**src/agr_pkg.sv**
```systemverilog
// constants and carrier types for the audio gain / agc register bank
package agr_pkg;

  // ----------------------------------------------------------------
  // apb carriers
  // ----------------------------------------------------------------
  localparam int AGR_ADDR_W = 8;

  typedef struct packed {
    logic                  psel;
    logic                  penable;
    logic                  pwrite;
    logic [AGR_ADDR_W-1:0] paddr;
    logic [31:0]           pwdata;
  } agr_apb_req_t;

  typedef struct packed {
    logic [31:0] prdata;
    logic        pready;
    logic        pslverr;
  } agr_apb_rsp_t;

  // ----------------------------------------------------------------
  // register indices and byte addresses (index times four)
  // ----------------------------------------------------------------
  localparam logic [7:0] IDX_PLL_FRAC = 8'h1C;
  localparam logic [7:0] IDX_STEP_BIAS = 8'h1D;
  localparam logic [7:0] IDX_HANDSET = 8'h1E;
  localparam logic [7:0] IDX_CELL_BUZ = 8'h1F;
  localparam logic [7:0] ADDR_PLL_FRAC = {IDX_PLL_FRAC[5:0], 2'h0};
  localparam logic [7:0] ADDR_STEP_BIAS = {IDX_STEP_BIAS[5:0], 2'h0};
  localparam logic [7:0] ADDR_HANDSET = {IDX_HANDSET[5:0], 2'h0};
  localparam logic [7:0] ADDR_CELL_BUZ = {IDX_CELL_BUZ[5:0], 2'h0};

  // ----------------------------------------------------------------
  // field positions
  // ----------------------------------------------------------------
  localparam int POS_PLL_FRAC = 2;
  localparam int POS_STEP_OFF = 11;
  localparam int POS_HYST = 9;
  localparam int POS_HED_BIAS = 7;
  localparam int POS_HND_BIAS = 6;
  localparam int POS_SC_FLAG = 1;
  localparam int POS_HS_MUTE = 15;
  localparam int POS_HS_GAIN = 8;
  localparam int POS_HS_TGT = 5;
  localparam int POS_HS_TC = 1;
  localparam int POS_HS_AGC = 0;
  localparam int POS_CP_PD = 15;
  localparam int POS_CP_GAIN = 8;
  localparam int POS_CP_FLAG = 7;
  localparam int POS_BU_PD = 6;
  localparam int POS_BU_GAIN = 2;
  localparam int POS_BU_FLAG = 1;

  // ----------------------------------------------------------------
  // reset values and limits
  // ----------------------------------------------------------------
  localparam logic [13:0] RST_PLL_FRAC = 14'h0000;
  localparam logic [13:0] PLL_FRAC_MAX = 14'h270F;
  localparam logic [4:0]  RST_STEP_OFF = 5'h00;
  localparam logic [1:0]  RST_HYST = 2'h0;
  localparam logic [1:0]  RST_HED_BIAS = 2'h0;
  localparam logic        RST_HND_BIAS = 1'h0;
  localparam logic        RST_HS_MUTE = 1'h1;
  localparam logic [6:0]  RST_HS_GAIN = 7'h7F;
  localparam logic [2:0]  RST_HS_TGT = 3'h0;
  localparam logic [3:0]  RST_HS_TC = 4'h0;
  localparam logic        RST_HS_AGC = 1'h0;
  localparam logic        RST_CP_PD = 1'h1;
  localparam logic [6:0]  RST_CP_GAIN = 7'h45;
  localparam logic [6:0]  CP_GAIN_MAX = 7'h5D;
  localparam logic [6:0]  CP_GAIN_MIN = 7'h00;
  localparam logic        RST_BU_PD = 1'h1;
  localparam logic [3:0]  RST_BU_GAIN = 4'hF;
  localparam logic [6:0]  RST_ST_GAIN = 7'h00;

  // step-off bit order inside the five-bit field
  localparam int SO_BUZ = 0;
  localparam int SO_CELL = 1;
  localparam int SO_SIDE = 2;
  localparam int SO_DAC = 3;
  localparam int SO_INPUT = 4;

  // ----------------------------------------------------------------
  // decoded selections
  // ----------------------------------------------------------------
  typedef enum logic [1:0] {
    AGR_BIAS_3V3 = 2'h0,
    AGR_BIAS_2V5 = 2'h1,
    AGR_BIAS_2V0 = 2'h2
  } agr_bias_t;

  localparam logic [2:0] HYST_DB_1 = 3'h1;
  localparam logic [2:0] HYST_DB_2 = 3'h2;
  localparam logic [2:0] HYST_DB_4 = 3'h4;
  localparam logic [2:0] HYST_DB_0 = 3'h0;

endpackage : agr_pkg

```
**src/agr_regs.sv**
```systemverilog
// gain, soft-step, agc and bias control registers with apb access
//
// How it works
// - pll fraction stored 14 bits, clamped to 9999, used only with pll on
// - five step-off bits; zero enables gradual gain stepping
// - sidetone and cellphone gains step one half-dB code per fs tick
// - buzzer gain steps one 3 dB code per fs tick
// - hysteresis code maps to 1, 2, 4 or 0 dB, only with handset agc
// - read-only short circuit flag shows synchronised detector state
// - handset mute bit mutes the input, resets to one
// - handset gain seven bits in half-dB steps, resets to all ones
// - handset agc bit set with handset selected: mute and gain bits read agc gain
// - three-bit agc target level code passed to the agc
// - four-bit agc time constant passed on, rate independent
// - handset agc bit hands pga control to agc
// - cellphone powerdown bit, resets to one
// - cellphone gain code, reset 0 dB, clamped at 12 dB
// - cellphone agc on: gain bits read-only, read agc gain
// - cellphone flag reads one when applied gain equals setting
// - cellphone agc on: flag shows agc saturation instead
// - buzzer powerdown bit, resets to one
// - buzzer attenuation four bits, 3 dB steps, resets to 1111
// - buzzer flag reads one when applied gain equals setting
//
// The implementer's own choice: the APB slave port.
`timescale 1ns/1ps

// ------------------------------------------------------------------
// one gain stepper
// ------------------------------------------------------------------
module agr_stepper #(
  parameter int         W   = 7,
  parameter logic [W-1:0] RST = '0
) (
  // clock and reset
  input  wire logic         sys_clk_i,
  input  wire logic         rst_i,
  // control
  input  wire logic         tick_i,
  input  wire logic         step_off_i,
  input  wire logic         force_i,
  input  wire logic [W-1:0] force_val_i,
  input  wire logic [W-1:0] target_i,
  // applied gain
  output logic      [W-1:0] applied_o
);
  // elaboration-time guard: a one-bit code cannot step
  if (W < 2) begin : g_bad_width
    $error("agr_stepper: width too small");
  end

  always_ff @(posedge sys_clk_i) begin
    if (rst_i) begin
      applied_o <= RST;
    end else if (force_i) begin
      applied_o <= force_val_i;
    end else if (step_off_i) begin
      applied_o <= target_i;
    end else if (tick_i && applied_o < target_i) begin
      applied_o <= applied_o + W'(1);
    end else if (tick_i && applied_o > target_i) begin
      applied_o <= applied_o - W'(1);
    end
  end
endmodule : agr_stepper

// ------------------------------------------------------------------
// register bank
// ------------------------------------------------------------------
module agr_regs
  import agr_pkg::*;
(
  // clock and reset
  input  wire logic                 sys_clk_i,
  input  wire logic                 rst_i,
  // apb slave
  input  wire agr_pkg::agr_apb_req_t apb_req_i,
  output agr_pkg::agr_apb_rsp_t      apb_rsp_o,
  // status from the rest of the codec
  input  wire logic                 pll_enable_i,
  input  wire logic                 fs_tick_i,
  input  wire logic                 short_circuit_i,
  input  wire logic                 handset_selected_i,
  input  wire logic [7:0]           handset_agc_gain_i,
  input  wire logic                 cell_agc_on_i,
  input  wire logic [6:0]           cell_agc_gain_i,
  input  wire logic [6:0]           sidetone_gain_i,
  // pll
  output logic      [13:0]          pll_fraction_o,
  // step control to other pgas
  output logic                      input_pga_step_off_o,
  output logic                      dac_pga_step_off_o,
  // mic agc and bias
  output logic      [2:0]           agc_hysteresis_db_o,
  output agr_pkg::agr_bias_t         headset_bias_output_o,
  output agr_pkg::agr_bias_t         handset_bias_output_o,
  // handset pga
  output logic                      handset_input_mute_o,
  output logic      [6:0]           handset_pga_gain_o,
  output logic                      handset_pga_agc_o,
  output logic      [2:0]           handset_agc_target_o,
  output logic      [3:0]           handset_agc_time_const_o,
  // applied gains and powerdown controls
  output logic      [6:0]           sidetone_gain_applied_o,
  output logic                      cellphone_pga_powerdown_o,
  output logic      [6:0]           cellphone_gain_applied_o,
  output logic                      buzzer_pga_powerdown_o,
  output logic      [3:0]           buzzer_gain_applied_o
);
  import agr_pkg::*;

  // ----------------------------------------------------------------
  // apb handshake: one wait state so read data comes from a flop
  // ----------------------------------------------------------------
  logic        access;
  logic        ready;
  logic        wr_en;
  logic        hit;
  logic [31:0] rd_word;
  logic [31:0] prdata;
  logic        pslverr;

  assign access = apb_req_i.psel && apb_req_i.penable;
  assign wr_en = access && ready && apb_req_i.pwrite;
  assign hit = apb_req_i.paddr == ADDR_PLL_FRAC ||
               apb_req_i.paddr == ADDR_STEP_BIAS ||
               apb_req_i.paddr == ADDR_HANDSET ||
               apb_req_i.paddr == ADDR_CELL_BUZ;
  assign apb_rsp_o = '{prdata: prdata, pready: ready, pslverr: pslverr};

  always_ff @(posedge sys_clk_i) begin
    if (rst_i) begin
      ready <= 1'b0;
      prdata <= 32'h0000_0000;
      pslverr <= 1'b0;
    end else begin
      ready <= access && !ready;
      if (access && !ready) begin
        prdata <= apb_req_i.pwrite ? 32'h0000_0000 : rd_word;
        pslverr <= !hit;
      end
    end
  end

  // ----------------------------------------------------------------
  // register storage
  // ----------------------------------------------------------------
  logic [13:0] pll_frac;
  logic [4:0]  step_off;
  logic [1:0]  hyst;
  logic [1:0]  hed_bias;
  logic        hnd_bias;
  logic        hs_mute;
  logic [6:0]  hs_gain;
  logic [2:0]  hs_tgt;
  logic [3:0]  hs_tc;
  logic        hs_agc;
  logic        cp_pd;
  logic [6:0]  cp_gain;
  logic        bu_pd;
  logic [3:0]  bu_gain;
  logic [31:0] wd;

  assign wd = apb_req_i.pwdata;

  // reserved bits are never stored, so stray ones do no harm
  always_ff @(posedge sys_clk_i) begin
    if (rst_i) begin
      pll_frac <= RST_PLL_FRAC;
    end else if (wr_en && apb_req_i.paddr == ADDR_PLL_FRAC) begin
      pll_frac <= wd[POS_PLL_FRAC +: 14];
    end
  end

  always_ff @(posedge sys_clk_i) begin
    if (rst_i) begin
      step_off <= RST_STEP_OFF;
      hyst <= RST_HYST;
      hed_bias <= RST_HED_BIAS;
      hnd_bias <= RST_HND_BIAS;
    end else if (wr_en && apb_req_i.paddr == ADDR_STEP_BIAS) begin
      step_off <= wd[POS_STEP_OFF +: 5];
      hyst <= wd[POS_HYST +: 2];
      hed_bias <= wd[POS_HED_BIAS +: 2];
      hnd_bias <= wd[POS_HND_BIAS];
    end
  end

  always_ff @(posedge sys_clk_i) begin
    if (rst_i) begin
      hs_mute <= RST_HS_MUTE;
      hs_gain <= RST_HS_GAIN;
      hs_tgt <= RST_HS_TGT;
      hs_tc <= RST_HS_TC;
      hs_agc <= RST_HS_AGC;
    end else if (wr_en && apb_req_i.paddr == ADDR_HANDSET) begin
      hs_mute <= wd[POS_HS_MUTE];
      hs_gain <= wd[POS_HS_GAIN +: 7];
      hs_tgt <= wd[POS_HS_TGT +: 3];
      hs_tc <= wd[POS_HS_TC +: 4];
      hs_agc <= wd[POS_HS_AGC];
    end
  end

  always_ff @(posedge sys_clk_i) begin
    if (rst_i) begin
      cp_pd <= RST_CP_PD;
      cp_gain <= RST_CP_GAIN;
      bu_pd <= RST_BU_PD;
      bu_gain <= RST_BU_GAIN;
    end else if (wr_en && apb_req_i.paddr == ADDR_CELL_BUZ) begin
      cp_pd <= wd[POS_CP_PD];
      if (!cell_agc_on_i) begin
        cp_gain <= wd[POS_CP_GAIN +: 7];
      end
      bu_pd <= wd[POS_BU_PD];
      bu_gain <= wd[POS_BU_GAIN +: 4];
    end
  end

  // ----------------------------------------------------------------
  // short circuit detector synchroniser
  // ----------------------------------------------------------------
  logic sc_s1;
  logic sc_s2;
  logic sc_s3;
  logic sc_flag;

  always_ff @(posedge sys_clk_i) begin
    if (rst_i) begin
      sc_s1 <= 1'b0;
      sc_s2 <= 1'b0;
      sc_s3 <= 1'b0;
      sc_flag <= 1'b0;
    end else begin
      sc_s1 <= short_circuit_i;
      sc_s2 <= sc_s1;
      sc_s3 <= sc_s2;
      if (sc_s2 == sc_s3) begin
        sc_flag <= sc_s3;
      end
    end
  end

  // ----------------------------------------------------------------
  // soft stepping
  // ----------------------------------------------------------------
  logic [6:0] cp_target;
  logic [6:0] cp_applied;
  logic [6:0] st_applied;
  logic [3:0] bu_applied;
  logic       cp_flag;
  logic       bu_flag;
  logic       cp_sat;

  // codes past the top all mean 12 dB
  assign cp_target = cp_gain > CP_GAIN_MAX ? CP_GAIN_MAX : cp_gain;

  agr_stepper #(.W(7), .RST(RST_CP_GAIN)) u_cell_step (
    .sys_clk_i   (sys_clk_i),
    .rst_i       (rst_i),
    .tick_i      (fs_tick_i),
    .step_off_i  (step_off[SO_CELL]),
    .force_i     (cell_agc_on_i),
    .force_val_i (cell_agc_gain_i),
    .target_i    (cp_target),
    .applied_o   (cp_applied)
  );

  agr_stepper #(.W(7), .RST(RST_ST_GAIN)) u_side_step (
    .sys_clk_i   (sys_clk_i),
    .rst_i       (rst_i),
    .tick_i      (fs_tick_i),
    .step_off_i  (step_off[SO_SIDE]),
    .force_i     (1'b0),
    .force_val_i (7'h00),
    .target_i    (sidetone_gain_i),
    .applied_o   (st_applied)
  );

  agr_stepper #(.W(4), .RST(RST_BU_GAIN)) u_buz_step (
    .sys_clk_i   (sys_clk_i),
    .rst_i       (rst_i),
    .tick_i      (fs_tick_i),
    .step_off_i  (step_off[SO_BUZ]),
    .force_i     (1'b0),
    .force_val_i (4'h0),
    .target_i    (bu_gain),
    .applied_o   (bu_applied)
  );

  assign cp_sat = cp_applied == CP_GAIN_MIN ||
                  cp_applied >= CP_GAIN_MAX;
  assign cp_flag = cell_agc_on_i ? cp_sat
                                 : cp_applied == cp_target;
  assign bu_flag = bu_applied == bu_gain;

  // ----------------------------------------------------------------
  // read mux
  // ----------------------------------------------------------------
  logic       hs_agc_view;
  logic [7:0] hs_rd;
  logic [6:0] cp_rd;

  assign hs_agc_view = hs_agc && handset_selected_i;
  assign hs_rd = hs_agc_view ? handset_agc_gain_i
                             : {hs_mute, hs_gain};
  assign cp_rd = cell_agc_on_i ? cp_applied : cp_gain;

  always_comb begin
    rd_word = 32'h0000_0000;
    case (apb_req_i.paddr)
      ADDR_PLL_FRAC: begin
        rd_word[POS_PLL_FRAC +: 14] = pll_frac;
      end
      ADDR_STEP_BIAS: begin
        rd_word[POS_STEP_OFF +: 5] = step_off;
        rd_word[POS_HYST +: 2] = hyst;
        rd_word[POS_HED_BIAS +: 2] = hed_bias;
        rd_word[POS_HND_BIAS] = hnd_bias;
        rd_word[POS_SC_FLAG] = sc_flag;
      end
      ADDR_HANDSET: begin
        rd_word[POS_HS_GAIN +: 8] = hs_rd;
        rd_word[POS_HS_TGT +: 3] = hs_tgt;
        rd_word[POS_HS_TC +: 4] = hs_tc;
        rd_word[POS_HS_AGC] = hs_agc;
      end
      ADDR_CELL_BUZ: begin
        rd_word[POS_CP_PD] = cp_pd;
        rd_word[POS_CP_GAIN +: 7] = cp_rd;
        rd_word[POS_CP_FLAG] = cp_flag;
        rd_word[POS_BU_PD] = bu_pd;
        rd_word[POS_BU_GAIN +: 4] = bu_gain;
        rd_word[POS_BU_FLAG] = bu_flag;
      end
      default: begin
        rd_word = 32'h0000_0000;
      end
    endcase
  end

  // ----------------------------------------------------------------
  // registered control outputs
  // ----------------------------------------------------------------
  always_ff @(posedge sys_clk_i) begin
    if (rst_i) begin
      pll_fraction_o <= RST_PLL_FRAC;
      agc_hysteresis_db_o <= HYST_DB_0;
      headset_bias_output_o <= AGR_BIAS_3V3;
      handset_bias_output_o <= AGR_BIAS_2V5;
    end else begin
      // value only meaningful with the pll running
      if (!pll_enable_i) begin
        pll_fraction_o <= RST_PLL_FRAC;
      end else if (pll_frac > PLL_FRAC_MAX) begin
        pll_fraction_o <= PLL_FRAC_MAX;
      end else begin
        pll_fraction_o <= pll_frac;
      end
      if (!hs_agc) begin
        agc_hysteresis_db_o <= HYST_DB_0;
      end else begin
        case (hyst)
          2'h0: agc_hysteresis_db_o <= HYST_DB_1;
          2'h1: agc_hysteresis_db_o <= HYST_DB_2;
          2'h2: agc_hysteresis_db_o <= HYST_DB_4;
          default: agc_hysteresis_db_o <= HYST_DB_0;
        endcase
      end
      case (hed_bias)
        2'h0: headset_bias_output_o <= AGR_BIAS_3V3;
        2'h1: headset_bias_output_o <= AGR_BIAS_2V5;
        default: headset_bias_output_o <= AGR_BIAS_2V0;
      endcase
      handset_bias_output_o <= hnd_bias ? AGR_BIAS_2V0
                                        : AGR_BIAS_2V5;
    end
  end

  always_ff @(posedge sys_clk_i) begin
    if (rst_i) begin
      input_pga_step_off_o <= RST_STEP_OFF[SO_INPUT];
      dac_pga_step_off_o <= RST_STEP_OFF[SO_DAC];
      handset_input_mute_o <= RST_HS_MUTE;
      handset_pga_gain_o <= RST_HS_GAIN;
      handset_pga_agc_o <= RST_HS_AGC;
      handset_agc_target_o <= RST_HS_TGT;
      handset_agc_time_const_o <= RST_HS_TC;
    end else begin
      input_pga_step_off_o <= step_off[SO_INPUT];
      dac_pga_step_off_o <= step_off[SO_DAC];
      handset_input_mute_o <= hs_mute;
      handset_pga_gain_o <= hs_gain;
      handset_pga_agc_o <= hs_agc;
      handset_agc_target_o <= hs_tgt;
      handset_agc_time_const_o <= hs_tc;
    end
  end

  assign sidetone_gain_applied_o = st_applied;
  assign cellphone_gain_applied_o = cp_applied;
  assign buzzer_gain_applied_o = bu_applied;
  assign cellphone_pga_powerdown_o = cp_pd;
  assign buzzer_pga_powerdown_o = bu_pd;
endmodule : agr_regs

```
**config.mk**
```make
export PLATFORM = sky130hd
export DESIGN_NAME = agr_regs
export DESIGN_NICKNAME = d
export VERILOG_FILES = /design/src/agr_pkg.sv /design/src/agr_regs.sv
export SDC_FILE = /design/constraint.sdc
export NUM_CORES = 1
export LEC_CHECK = 0
export BUFFER_PORTS_ARGS = -buffer_cell sky130_fd_sc_hd__buf_2
export CORE_MARGIN = 4
export CORE_UTILIZATION = 48
export DETAILED_ROUTE_END_ITERATION = 7
export PLACE_DENSITY = 0.73
export SLEW_MARGIN = 20
export SYNTH_ARGS = -nofsm -noshare
export SYNTH_HDL_FRONTEND = slang
export SYNTH_HIERARCHICAL = 1
export SYNTH_SLANG_ARGS = --single-unit
export TNS_END_PERCENT = 1
```
**constraint.sdc**
```tcl
create_clock -name sys_clk_i -period 4.24 [get_ports sys_clk_i]
set_clock_uncertainty 0.05 [all_clocks]
set_input_delay 0.848 -clock sys_clk_i [delete_from_list [all_inputs] [get_ports sys_clk_i]]
set_output_delay 0.848 -clock sys_clk_i [all_outputs]
set_load 0.005 [all_outputs]
```
After elaboration in Yosys (flattened, before gate mapping)
Cells that the tools add are included.
- bitwise operators: 3
- reduce and logical (&&, ||, !) cells: 31
- magnitude comparators: 9
- mux-type cells: 23
- $add $sub $neg: 6
- eq/ne operators: 10
- operators by type and width (cell ; number):
    two-way mux 7 bit ; 9
    case mux 10 bit (4 select lines) ; 1
    equality test 8 x 7 -> 1 bit, second input constant ; 4
    two-way mux 16 bit ; 1
    logical AND 1 bit ; 15
    adder 7 x 1 -> 7 bit, second input constant ; 2
    > comparator 14 bit, second input constant ; 1
    > comparator 7 bit ; 2
    < comparator 7 bit ; 2
    two-way mux 14 bit ; 1
    subtractor 7 x 1 -> 7 bit, second input constant ; 2
    two-way mux 4 bit ; 3
    case mux 4 bit (3 select lines) ; 1
    case mux 3 bit (3 select lines) ; 1
    two-way mux 8 bit ; 1
    equality test 7 bit ; 1
    >= comparator 7 bit, second input constant ; 1
    > comparator 7 bit, second input constant ; 1
    logical NOT 7 bit ; 1
    nonzero test 3 bit ; 2
    adder 4 x 1 -> 4 bit, second input constant ; 1
    equality test 2 x 1 -> 1 bit, second input constant ; 2
    equality test 4 bit ; 1
    > comparator 4 bit ; 1
    16 further kinds ; 25
- flip-flop bits (word level): 148
- output and inout port bits: 93
- logic and storage cells: 118

Logic depth before layout (Yosys ltp)
- word-level depth: 8
- mapped depth: 16

Cells and area by module
Netlist, hierarchy kept.
- modules (own cells, without submodules) (module ; sequential area each (µm²) ; instances ; cells an instance ; area an instance (µm²)):
    agr_regs ; 2282.2 ; 1 ; 522 ; 4768.3
    agr_stepper at u_side_step ; 140.1 ; 1 ; 104 ; 858.3
    agr_stepper at u_cell_step ; 140.1 ; 1 ; 103 ; 802.0
    agr_stepper at u_buz_step ; 80.1 ; 1 ; 53 ; 481.7

Least setup slack after synthesis
No wires, ideal clock.
- path type: input -> register
- start: input port sidetone_gain_i[2]
- end: register u_side_step.applied_o[6]
- path buffers: 0
- data arrival time: 3.421 ns
- required time: 4.117 ns
- stages on the path: 11
- slack: 0.696 ns
- path through: inv_1 > ha_1 > a21oi_1 > a21oi_1 > or3_1 > fa_1 > a211oi_1 > nor2_1 > o41a_1 > a211o_1 > o211ai_2
- cells in the longest elaborated chain, start to end: 4
- elaborated cells between the ends (all ways): 7
- those cells by class: 2 x order compare; 2 x mux; 3 x reduce/logical
- RTL lines (item ; line ; RTL):
    from (decl) ; agr_regs.sv:87 ; input wire logic [6:0] sidetone_gain_i,
    < comparator 7 bit ; agr_regs.sv:59 ; end else if (tick_i && applied_o < target_i) begin
    logical AND 1 bit ; agr_regs.sv:59 ;
    two-way mux 7 bit ; agr_regs.sv:59 ;
    two-way mux 7 bit ; agr_regs.sv:57 ; end else if (step_off_i) begin
    to (signal assigned) ; agr_regs.sv:56 ; applied_o <= force_val_i;
    to (signal assigned) ; agr_regs.sv:58 ; applied_o <= target_i;
    to (signal assigned) ; agr_regs.sv:60 ; applied_o <= applied_o + W'(1);
    to (decl) ; agr_regs.sv:45 ; output logic [W-1:0] applied_o
Parallel ways exist; a longest one is shown, timed or not.
A chain may end at the register's enable or synchronous reset.

Worst setup path after layout
- start: register cp_gain[5]
- end: register u_cell_step.applied_o[5]
- cells in the longest elaborated chain, start to end: 7
- elaborated cells between the ends (all ways): 10
- those cells by class: 3 x order compare; 4 x mux; 3 x reduce/logical
- RTL lines (item ; line ; RTL):
    from (decl) ; agr_regs.sv:159 ; logic [6:0] cp_gain;
    from (signal assigned) ; agr_regs.sv:214 ; cp_gain <= wd[POS_CP_GAIN +: 7];
    > comparator 7 bit (*) ; agr_regs.sv:257 ; assign cp_target = cp_gain > CP_GAIN_MAX ? CP_GAIN_MAX : cp_gain;
    two-way mux 7 bit (*) ; agr_regs.sv:257 ;
    net cp_target[2] ; agr_regs.sv:248 ; logic [6:0] cp_target;
    < comparator 7 bit ; agr_regs.sv:59 ;
    logical AND 1 bit ; agr_regs.sv:59 ;
    two-way mux 7 bit ; agr_regs.sv:59 ;
    two-way mux 7 bit ; agr_regs.sv:57 ;
    two-way mux 7 bit ; agr_regs.sv:55 ; end else if (force_i) begin
    to (signal assigned) ; agr_regs.sv:56 ;
    to (signal assigned) ; agr_regs.sv:58 ;
    to (signal assigned) ; agr_regs.sv:60 ;
    to (decl) ; agr_regs.sv:45 ;
The timed path passes the listed nets; every way through them passes the cells marked *.

==> reports/qor.txt <==
Crit path launch type: flip-flop
GRT Overall Usage: 21.4%
Placer Congestion: 0.863
RSZ-0062 raised after global routing: no
Peak fanout along the critical path: 8
H-tree levels: 4
CP required: 4.52 ns
Area after DPL: 7660 um^2
Remaining antenna violation count after routing: 0
Detailed Route Iter0 Violations: 367
Sequential-to-total area share from yosys stat: 38.2%
Clock Tree Buf Depth: 2
Seq cells post-synth: 132
Worst slew margin: 48.6%
Vias per cell: 5.38
Final Hold Vio Count: 0
Post-synth top flop: dfxtp_1
Design area: 8250 um^2
Hold buffers post-CTS: 0
Area of the multi-input gates: 3960 um^2
Sw frac: 31.2%
Root Buffer: clkbuf_16
Worst skew pair latency: 0.42 ns
Syn Std Cell Area: 6910 um^2
Final worst path period share: 89.2%
Pins over their slew limit: 0
Die width: 128 um
Internal: 2.68 mW
Die height: 128 um
Clock period minus worst slack: 3.78 ns
Number of port buffers: 132
Max-Cap Viols: 0
Pre-Repair DR Iteration Count: 5
CTS resizes: 0
Placeable Area: 14000 um^2
Antenna cells: 0
Hold Startpoint: sc_s1
Static leakage: 3.53 nW
Grt ovf: 0
Largest net degree at the start of global routing: 69
Power per Cell Area: 473 nW/um^2
Reg clk slew, reported paths: 0.06 ns
Clock group share of total power: 37.3%
Reg area: 2640 um^2
Setup bufs post-CTS: 0
TNS Setup: 0 ns
Logic pwr share: 26.8%
Initial Util: 49.4%
Asr flop ratio synth: 0%
Net Switching: 1.22 mW
FMAX: 264 MHz
Setup Viol. Count Final: 0
Hpwl dp: 12800 um
Via count: 5961
Area grow syn2layout: 19.3%
Post-synth EDFFs: 0
Die area: 16400 um^2
Layout cells sized above 1: 24.1%
Critical path origin: cp_gain[5]
Reg power frac: 35.8%
CTS buffer count: 17
Setup crit end kind: flip-flop
Synth warn: 6
Worst vdd ir: 0.373 mV
Status: finished, final reports clean
Initial antenna violation count: 0
Synth Instances: 782
Tightest Hold Check Type: flip-flop to flip-flop
Distinct cells, synth: 82
Worst reg2reg startpoint: cp_gain[5]
Total of fill cells in the finished design: 1283
I/O pin count: 165
Number of global-route vias before repair: 5600
WP data arrival: 4.06 ns
Drt total wl: 17600 um
Row Count: 43
Nets: 1020
Wire per inst: 15.9 um
Clock sinks: 132
Actual slew at the worst max-slew pin: 0.768 ns
First-pass GRT wire length: 28100 um
CTS tree: yes
# DRC: 0
Kind of critical path: flip-flop to flip-flop
Syn Area/Cell: 8.84 um^2
[layout make-up]
| cell class | count | area share (%) |
|---|---|---|
| clock inverter | 10 | 1.52 |
| timing repair buffer | 139 | 8.68 |
| sequential | 132 | 32.0 |
| tap | 180 | 2.73 |
| clock buffer | 21 | 5.58 |
| multi-input combinational | 594 | 48.0 |
| inverter | 31 | 1.41 |
[metal layers]
layer	share of wire, %	global-route usage, %	up-vias
met4	2.2	7.80	0
met1	44	27.6	2749
met3	7.6	5.83	32
met5	0	0	-
met2	46	34.6	216
li1	-	-	2964
[placed cells by master, fill, tap and decap left out, types with 7 or more instances in the layout]
cell type / count
nand2_1: 107
buf_4: 8
nand4_1: 8
o21ai_0: 21
conb_1: 34
dfxtp_1: 132
a21oi_1: 60
mux2i_1: 19
nor2b_1: 31
nand3b_1: 12
nand2b_1: 9
buf_2: 131
a211o_1: 17
nand3_1: 16
mux4_2: 9
ha_1: 30
nor3_1: 12
mux2_2: 14
clkbuf_16: 17
inv_1: 31
and3_1: 7
a22oi_1: 15
or2_2: 8
nor2_1: 66
xnor2_1: 8
[critical path: stages (launching register included)]
cell and delay (ns):
dfxtp_1 0.49, nand2_1 0.19, nand2b_1 0.14, inv_1 0.05, ha_1 0.32, a21oi_1 0.15, a21oi_1 0.08, or4b_1 0.67
buf_4 0.23, ha_1 0.27, a21o_1 0.18, a21oi_1 0.20, o21ai_0 0.16, mux2i_1 0.19, a22oi_1 0.08, a211oi_1 0.25
[power groups by stage]
stage                     Clock (mW)  Combinational (mW)  Sequential [mW]
after detailed placement           0                1.04             1.42
after floorplan                    0               0.814             1.40
after global routing            1.53                1.17             1.41
after CTS                       1.47                1.04             1.40
after global placement             0                1.01             1.42
final                           1.46                1.05             1.40
[flip-flops by register name (all words and copies together), names as in the netlist, 2 cells and up]
register	count
prdata	16
pll_frac	14
pll_fraction_o	14
cp_gain	7
handset_pga_gain_o	7
hs_gain	7
u_cell_step/applied_o	7
u_side_step/applied_o	7
step_off	5
bu_gain	4
handset_agc_time_const_o	4
hs_tc	4
u_buz_step/applied_o	4
agc_hysteresis_db_o	3
handset_agc_target_o	3
hs_tgt	3
handset_bias_output_o	2
headset_bias_output_o	2
hed_bias	2
hyst	2
[kinds of logic (layout without fill, tap and decap cells)]
group                    after synthesis  count (layout)  synth area share (%)
other                                  1              34                0.0543
multiplexers                          45              45                  8.46
AO/OA/AOI/OAI                        162             162                  16.4
adder cells (fa/ha/maj)               33              33                  6.30
buffers and inverters                 89             201                  6.25
XOR/XNOR                              12              12                  1.52
AND/OR/NAND/NOR                      308             308                  22.8
flip-flops                           132             132                  38.2
[worst paths after layout]
kind | endpoint | slack [ns] | cells past startpoint
hold reg to reg | sc_s2 | 0.38 | 1
hold / removal | sc_s2 | 0.38 | 1
setup / recovery | u_cell_step/applied_o[5] | 0.46 | 15
setup reg to reg | u_cell_step/applied_o[5] | 0.46 | 15
[cell usage after synthesis, types with 7 or more instances]
cell,count,area share (%)
a211o_1,17,2.2
nor2b_1,31,2.8
xnor2_1,8,1.0
inv_1,31,1.7
nor2_1,66,3.6
buf_2,11,0.80
nand3b_1,12,1.3
nand3_1,16,1.2
o21ai_0,21,1.5
nor3_1,12,0.87
mux2_2,14,2.3
a22oi_1,15,1.6
buf_4,20,2.2
and3_1,7,0.63
nand2_1,107,5.8
or2_2,8,0.72
nand2b_1,9,0.81
ha_1,30,5.4
a21oi_1,60,4.3
nand4_1,8,0.72
mux2i_1,19,2.8
mux4_2,9,2.9
dfxtp_1,132,38
clkbuf_1,21,1.1
[stage by stage]
stage | hold slack [ns] | utilization (%) | setup WS (ns) | instances | total power, mW
detailed placement | 0.372 | 54.8 | 0.289 | 1076 | 2.46
CTS | 0.386 | 58.9 | 0.515 | 1107 | 3.91
global route | 0.402 | 58.9 | 0.222 | 1107 | 4.11
finish | 0.385 | 58.9 | 0.457 | 1107 | 3.90
floorplan | 0.364 | - | 0.696 | 815 | 2.21
global placement | 0.368 | 54.8 | 0.365 | 1076 | 2.43
No activity file was read; power rests on OpenSTA's default activity.
